<file path="src/rtl/ttp_map.svh">
// Summary of operation
// RL1 - Three identical independent channels, own pins
// RL2 - Counter clocked by internal clock or pin
// RL3 - Interrupt after programmed event count
// RL4 - Or drive pin after programmed count
// RL5 - Event counter, measurement: pin input only
// RL6 - Watchdog, timer, pulse modes: pin output
// RL7 - Reset: pin is general-purpose input
// RL8 - Stop: inputs ignored, outputs hold level
// RL9 - Wait state leaves pins unchanged
// RL10 - Control register: mode, source, direction, enable
`ifndef TTP_MAP_SVH
`define TTP_MAP_SVH
`define TTP_NUM_CH 3
`define TTP_CNT_W 24
`define TTP_CNT_ONE 24'h000001
`define TTP_CNT_ZERO 24'h000000
`endif

</file>
<file path="src/rtl/ttp_pkg.sv">
package ttp_pkg;
	typedef enum logic [2:0] {
		TTP_MODE_GPIO,
		TTP_MODE_TIMER,
		TTP_MODE_PULSE,
		TTP_MODE_WATCHDOG,
		TTP_MODE_EVENT,
		TTP_MODE_MEASURE
	} ttp_mode_t;
	typedef struct packed {
		ttp_mode_t mode;
		logic      ext_clk;
		logic      gpio_out;
		logic      gpio_dout;
		logic      irq_en;
		logic      enable;
		logic [23:0] compare;
	} ttp_ctrl_t;
	typedef struct packed {
		logic        irq_flag;
		logic        pin_level;
		logic [23:0] count;
	} ttp_stat_t;
endpackage

</file>
<file path="src/rtl/ttp_triple_timer.sv">
`timescale 1ns/1ps
`include "ttp_map.svh"
module ttp_triple_timer import ttp_pkg::*; #(
	parameter int NUM_CH = `TTP_NUM_CH
) (
	input wire logic clk_sys, // System clock 100 MHz
	input wire logic reset_n, // Async reset, active low
	input wire logic stop_mode, // Stop state: inputs ignored, outputs frozen
	input wire logic wait_mode, // Wait state: no effect on pins
	input wire ttp_ctrl_t ctrl [NUM_CH], // Per-channel control
	input wire logic [NUM_CH-1:0] irq_clr, // Pulse clears sticky count flag
	output ttp_stat_t stat [NUM_CH], // Per-channel status
	output logic [NUM_CH-1:0] irq, // Interrupt request per channel
	input wire logic [NUM_CH-1:0] timer_pin_i, // Pin input level
	output logic [NUM_CH-1:0] timer_pin_o, // Pin output level
	output logic [NUM_CH-1:0] timer_pin_oe // Pin drive enable
);
	function automatic logic is_output_mode(input ttp_mode_t m);
		return (m == TTP_MODE_TIMER) || (m == TTP_MODE_PULSE) || (m == TTP_MODE_WATCHDOG);
	endfunction

	genvar g;
	generate
		for (g = 0; g < NUM_CH; g++) begin : gen_ch // [RL1]
			logic [2:0] sync_q;
			logic level_q;
			logic [`TTP_CNT_W-1:0] cnt_q;
			logic flag_q;
			logic pin_o_q;
			logic pin_oe_q;
			wire logic stable = (sync_q[2] == sync_q[1]);
			wire logic new_level = stable ? sync_q[1] : level_q;
			wire logic ext_edge = ~stop_mode & stable & sync_q[1] & ~level_q;
			wire logic out_mode = is_output_mode(ctrl[g].mode);
			wire logic tick = ctrl[g].enable & ~stop_mode &
				(ctrl[g].ext_clk ? ext_edge : 1'b1); // [RL2] [RL9]
			wire logic hit = tick & (cnt_q + `TTP_CNT_ONE >= ctrl[g].compare);
			wire logic [`TTP_CNT_W-1:0] cnt_d = hit ? `TTP_CNT_ZERO :
				(tick ? cnt_q + `TTP_CNT_ONE : cnt_q);
			wire logic drv_d = (ctrl[g].mode == TTP_MODE_GPIO) ? ctrl[g].gpio_out :
				out_mode; // [RL5] [RL6] [RL10]
			wire logic lvl_d = (ctrl[g].mode == TTP_MODE_GPIO) ? ctrl[g].gpio_dout :
				(ctrl[g].mode == TTP_MODE_PULSE ? (pin_o_q ^ hit) :
				(hit ? ~pin_o_q : pin_o_q)); // [RL4]

			always_ff @(posedge clk_sys or negedge reset_n) begin
				if (!reset_n) begin
					sync_q <= 3'h0;
					level_q <= 1'b0;
				end else begin
					sync_q <= {sync_q[1:0], timer_pin_i[g]};
					if (!stop_mode) begin // [RL8]
						level_q <= new_level;
					end
				end
			end

			always_ff @(posedge clk_sys or negedge reset_n) begin
				if (!reset_n) begin
					cnt_q <= `TTP_CNT_ZERO;
					flag_q <= 1'b0;
					pin_o_q <= 1'b0;
					pin_oe_q <= 1'b0; // [RL7]
				end else begin
					if (ctrl[g].mode == TTP_MODE_GPIO || !ctrl[g].enable) begin
						cnt_q <= `TTP_CNT_ZERO;
					end else begin
						cnt_q <= cnt_d;
					end
					if (hit && ctrl[g].mode != TTP_MODE_GPIO) begin
						flag_q <= 1'b1; // [RL3]
					end else if (irq_clr[g]) begin
						flag_q <= 1'b0;
					end
					if (!stop_mode) begin // [RL8] [RL9]
						pin_o_q <= lvl_d;
						pin_oe_q <= drv_d;
					end
				end
			end

			assign timer_pin_o[g] = pin_o_q;
			assign timer_pin_oe[g] = pin_oe_q;
			assign irq[g] = flag_q & ctrl[g].irq_en; // [RL3]
			assign stat[g] = '{irq_flag: flag_q, pin_level: level_q, count: cnt_q};
		end
	endgenerate
endmodule

</file>
<file path="config.mk">
export PLATFORM = sky130hd
export DESIGN_NAME = ttp_triple_timer
export DESIGN_NICKNAME = d
export VERILOG_FILES = /design/src/rtl/ttp_pkg.sv /design/src/rtl/ttp_triple_timer.sv
export VERILOG_INCLUDE_DIRS = /design/src /design/src/rtl
export SDC_FILE = /design/constraint.sdc
export NUM_CORES = 1
export LEC_CHECK = 0
export BUFFER_PORTS_ARGS = -buffer_cell sky130_fd_sc_hd__buf_4
export CAP_MARGIN = 10
export CORE_MARGIN = 2
export CORE_UTILIZATION = 50
export CTS_CLUSTER_SIZE = 20
export DETAILED_ROUTE_END_ITERATION = 10
export GPL_TIMING_DRIVEN = 0
export PLACE_DENSITY = 0.86
export SLEW_MARGIN = 20
export SYNTH_ARGS = -nofsm -noshare
export SYNTH_HDL_FRONTEND = slang
export SYNTH_SLANG_ARGS = --single-unit
</file>
<file path="constraint.sdc">
create_clock -name clk_sys -period 5.6 [get_ports clk_sys]
set_input_delay 1.12 -clock clk_sys [delete_from_list [all_inputs] [get_ports clk_sys]]
set_output_delay 1.12 -clock clk_sys [all_outputs]
set_load 0.005 [all_outputs]
</file>
# Yosys cells after proc, flatten, opt, wreduce, memory -nomap -nowiden
# Cells that the tools add are included.
[word_totals]
register_bits = 93
latch_bits = 0
ram_bits = 0
rom_bits = 0
input_bits = 106
out_inout_bits = 87
elab_cells = 133
mem_count = 0
[op_classes]
n_addsub = 3
n_mul = 0
n_div = 0
n_lt_le_gt_ge = 3
n_eq_ne = 12
n_shift = 0
mux = 30
bitwise = 31
n_reduce_logical = 36
[op_table]
columns = ["op", "count"]
rows = [
  ["two-way mux 24 bit", 9],
  ["adder 24 x 1 -> 24 bit, second input constant", 3],
  ["greater-or-equal comparator 24 bit", 3],
  ["nonzero test 3 bit", 9],
  ["AND 1 bit", 21],
  ["two-way mux 1 bit", 21],
  ["== test 3 x 2 -> 1 bit, second input constant", 6],
  ["AND reduction 2 bit", 6],
  ["== test 3 x 1 -> 1 bit, second input constant", 3],
  ["logical NOT 3 bit", 3],
  ["logical OR 1 bit", 9],
  ["NOT 1 bit", 7],
  ["nonzero test 2 bit", 3],
  ["== test 1 bit", 3],
  ["logical AND 1 bit", 3],
  ["logical NOT 1 bit", 3],
  ["XOR 1 bit", 3],
]

# Logic depth before layout (Yosys ltp)
[logic_depth]
word_depth = 10
depth_mapped = 15
mapped_depth_nobuf = 13

# Worst setup path after synthesis
# OpenSTA, ideal clock, no wires.
[synth_timing]
path_kind = "register to register"
start = "register gen_ch[0].cnt_q[0]"
end = "register gen_ch[0].cnt_q[6]"
setup_time_ns = 0.121
t_arrival_ns = 3.693
t_required_ns = 5.479
slack_ns = 1.786
path_stages_with_launch = 14
n_path_buf = 2
synth_period_minus_slack_ns = 3.814
path_cell_list = "dfrtp_1 -> ha_1 -> nand2_1 -> nor4_2 -> nand4_1 -> xnor2_1 -> ha_1 -> nand4_1 -> or4_1 -> o311a_1 -> and3_1 -> clkbuf_1 -> buf_2 -> a22o_1"
[synth_via]
elab_chain_len = 5
word_cells_on_any_way = 7
cone_classes = "add/sub: 1; order compare: 1; mux: 3; bitwise: 1; reduce/logical: 1"
[synth_lines]
columns = ["element", "line", "text"]
rows = [
  ["start: declaration", "ttp_triple_timer.sv:27", "logic [`TTP_CNT_W-1:0] cnt_q;"],
  ["start signal: assignment", "ttp_triple_timer.sv:60", "cnt_q <= `TTP_CNT_ZERO;"],
  ["start signal: assignment", "ttp_triple_timer.sv:66", "cnt_q <= `TTP_CNT_ZERO;"],
  ["start signal: assignment", "ttp_triple_timer.sv:68", "cnt_q <= cnt_d;"],
  ["adder 24 x 1 -> 24 bit (no source line) *", "--", ""],
  ["greater-or-equal comparator 24 bit", "ttp_triple_timer.sv:37", "wire logic hit = tick & (cnt_q + `TTP_CNT_ONE >= ctrl[g].compare);"],
  ["AND 1 bit", "ttp_triple_timer.sv:37", ""],
  ["two-way mux 24 bit", "ttp_triple_timer.sv:38", "wire logic [`TTP_CNT_W-1:0] cnt_d = hit ? `TTP_CNT_ZERO :"],
  ["two-way mux 24 bit", "ttp_triple_timer.sv:65", "if (ctrl[g].mode == TTP_MODE_GPIO || !ctrl[g].enable) begin"],
]
# Every way passes the cells marked *; elsewhere a longest branch is shown, timed or not. The select of a mux whose other input is x is not followed.
# A chain may end at the register's enable or synchronous reset.

# Worst setup path after layout
[layout_timing]
start = "register gen_ch[2].cnt_q[0]"
end = "register gen_ch[2].cnt_q[12]"
[layout_via]
elab_chain_len = 5
word_cells_on_any_way = 7
cone_classes = "add/sub: 1; order compare: 1; mux: 3; bitwise: 1; reduce/logical: 1"
[layout_lines]
columns = ["element", "line"]
rows = [
  ["start: declaration", "ttp_triple_timer.sv:27"],
  ["start signal: assignment", "ttp_triple_timer.sv:60"],
  ["start signal: assignment", "ttp_triple_timer.sv:66"],
  ["start signal: assignment", "ttp_triple_timer.sv:68"],
  ["adder 24 x 1 -> 24 bit (no source line) *", "--"],
  ["greater-or-equal comparator 24 bit", "ttp_triple_timer.sv:37"],
  ["AND 1 bit", "ttp_triple_timer.sv:37"],
  ["two-way mux 24 bit", "ttp_triple_timer.sv:38"],
  ["two-way mux 24 bit", "ttp_triple_timer.sv:65"],
]
# Marks and branches as above.

==> flow_summary.toml <==
[clock_network]
numCtsBuffers = 9
ctsLongestPathBuffers = 2
path_clk_slew_ns = 0.07
cts_tree = "done"
cts_resized = 0
hold_buffers = 0
cts_setup_buffers = 0
h-tree-depth = 3
cts_num_sinks = 93
clock-root-buffer = "clkbuf_16"
clk_latency_ns = 0.34

[final_layout]
final_nets = 1225
final_core_util = 0.6558
area_growth_pct = 27.83
drive_above_1_share = 0.2173
n_antenna_cell = 0
fill_cells = 1148

[worst_setup_path]
path_class = "reg2reg"
path_buf_inv = 2
required_ns = 5.83
worstSetupStartpointType = "register"
cp_top_family = "simple AND/OR/NAND/NOR gates"
cp_slowest_cell = "nor4_1"
critPathMaxFanout = 10
cp_cell_sequence = "ha_1 -> nand4_1 -> nor3_1 -> nand2_1 -> nor2_1 -> xor2_1 -> ha_1 -> nand4_1 -> nor4_1 -> a22oi_1 -> and4_1 -> clkbuf_1 -> buf_1 -> a32o_1"
arrival_ns = 4.79
crit_path_end_kind = "register"
setup.reg_to_reg.worst_slack_ns = 1.03
cp_slowest_stage_delay_ns = 0.64

[synthesis]
ys_ff_latch = 93
synthAdderAreaFrac = 0.1318
synth_nets = 1024
yosysWarnings = 0
synth_xor_xnor_area_share = 0.07872
post_synth.cell_area_avg_um2 = 8.447
async_reset_ff_frac = 1.000
synth_compound_area_frac = 0.1648
synth_top_area_frac = 0.3268
seq_area_frac_synth = 0.3268
synth_top_family_by_area = "simple AND/OR/NAND/NOR gates"
yosys-top-cells-area = "dfrtp_1, ha_1, nand2_1"
yosys_most_used_dff = "dfrtp_1"
synth_edf_count = 0
synth.most_common_cell = "nand2_1"
synth.mux.area_fraction = 0
synthSimpleGateAreaFrac = 0.2216
synthCells = 843
yosysTopAreaCell = "dfrtp_1"
synthTopCellsByCount = "nand2_1, dfrtp_1, inv_1, ha_1, nor2_1"
syn_area_um2 = 7121
yosysUniqueCellTypes = 51

[place]
port-buffer-count = 190
hpwl_um = 14700
dp_slack_ns = 1.147
routabilityCongestion = 0.9449

[timing]
layout_min_cycle_time_ns = 4.566
worst-slew-pin-transition_ns = 0.9283
slew_viol_final = 0
fin_crit_sh = 0.8153
hold_viol = 0
slew-limit-headroom = 0.3798
fin_tns_setup_ns = 0
rsz0062_at_grt = "false"
setup_viol = 0
fmax_ghz = 0.2190
fin_worst_skew_ns = 0.007032
fin_ws_ns = 1.034

[die]
rows = 43
ioPinCount = 193
coreArea_um2 = 13880
dieWidth_um = 123.3
fp.dieH_um = 123.3
dieArea_um2 = 15210
initial_core_util = 0.5130

[detailed_routing]
drt-initial-drc-count = 599
routedWlPerCell_um = 15.45
firstDrtPassIters = 5
ant_nets = 0
wirelength_um = 18990
avgViaCountPerCell = 5.728
via_count = 7040
drc_errors = 0

[global_routing]
grt_overflow_total = 0
antenna_found_initial = 0
grt_max_degree = 94
track_usage = 0.2533
first_global_vias = 6555
grt_pass1_wl_um = 30860

[outcome]
status = "finished clean"

[power]
powerDensity_nw_per_um2 = 173.4
leakagePower_uw = 0.004601
peakVddDrop_v = 0.0001303

[min_path]
hold_class = "reg2reg"

[job]
cap_violations = 0
-- report_power, final --
part / internal, uW / switching, uW
clock: 405 / 265
combinational: 106 / 102
sequential: 686 / 14.9
total: 1200 / 382
-- cells by family (layout without fill, tap and decap cells) --
logic type / count (synthesis) / after routing
DFF: 93 / 93
buffers and inverters: 132 / 338
and+or+nand+nor: 314 / 314
AOI/OAI and AO/OA: 165 / 165
adders and majority gates: 75 / 75
xor gates and xnor gates: 64 / 64
-- cell type report --
type | count | area, um^2 | share of cell area
Buffer | 45 | 216.5 | 0.02378
Clock buffer | 11 | 242.7 | 0.02667
Clock inverter | 5 | 83.83 | 0.009210
Inverter | 87 | 326.6 | 0.03588
Multi-Input combinational cell | 618 | 4250 | 0.4669
Sequential cell | 93 | 2327 | 0.2557
Tap cell | 180 | 225.2 | 0.02474
Timing Repair Buffer | 190 | 1430 | 0.1571
-- cell usage in the layout (no fill, tap or decap), types with 3 or more instances in the layout --
cell type    n
a211oi_1     6
a21o_1       4
a21oi_1     36
a22o_1      16
a32o_1      27
and2_1       6
and3_1      11
buf_1        4
buf_4      201
clkbuf_1    28
clkbuf_16    9
dfrtp_1     93
ha_1        75
inv_1       87
nand2_1     98
nand2b_1     6
nand3_1     42
nand3b_1     3
nand4_1     46
nor2_1      54
nor2b_1      4
nor3_1      18
nor3b_1      3
nor4_1       5
nor4_2       3
o211ai_1    20
o21ai_0     36
o311a_1      3
o31ai_1      3
or3_1        6
xnor2_1     41
xor2_1      23
-- registers in the layout (all words and copies together) (netlist names) --
signal	count
gen_ch.sync_q	9
gen_ch.pin_o_q	3
gen_ch.level_q	3
gen_ch.pin_oe_q	3
gen_ch.cnt_q	72
gen_ch.flag_q	3
-- layer usage --
| metal | vias to the layer above | part of all wire | global-route usage |
|---|---|---|---|
| li1 | 3404 | - | - |
| met1 | 3296 | 0.43 | 0.3338 |
| met2 | 301 | 0.47 | 0.4121 |
| met3 | 39 | 0.072 | 0.04797 |
| met4 | 0 | 0.027 | 0.09730 |
| met5 | - | 0 | 0 |
-- metrics by stage --
| step | total power, uW | std cells | cell area, um^2 | hold WS (ns) |
|---|---|---|---|---|
| 2_1_floorplan | 802.6 | 843 | 7121 | 0.3312 |
| 3_3_place_gp | 915.7 | 1213 | 8772 | 0.3353 |
| 3_5_place_dp | 922.4 | 1213 | 8776 | 0.3355 |
| 4_1_cts | 1591 | 1229 | 9102 | 0.3506 |
| 5_1_grt | 1646 | 1229 | 9102 | 0.3533 |
| 6_report | 1578 | 1229 | 9102 | 0.3500 |
-- worst register-to-register path: cells and delay by family (launching register included) --
kind            cells  cell delay (ns)
fa+ha+maj           2             0.55
xor+xnor            1             0.11
simple gates        7             2.23
buf+inv             2             0.52
flops               1             0.48
compound gates      2             0.55
-- final timing paths --
check | cells past startpoint | start | to
max | 14 | gen_ch[2].cnt_q[0] | gen_ch[2].cnt_q[12]
min | 0 | gen_ch[0].sync_q[0] | gen_ch[0].sync_q[1]
max reg2reg | 14 | gen_ch[2].cnt_q[0] | gen_ch[2].cnt_q[12]
min reg2reg | 0 | gen_ch[0].sync_q[0] | gen_ch[0].sync_q[1]
max in group asynchronous | 1 | reset_n | gen_ch[2].cnt_q[3]
min in group asynchronous | 1 | reset_n | gen_ch[0].cnt_q[11]
Power figures use the tool's default switching activity.
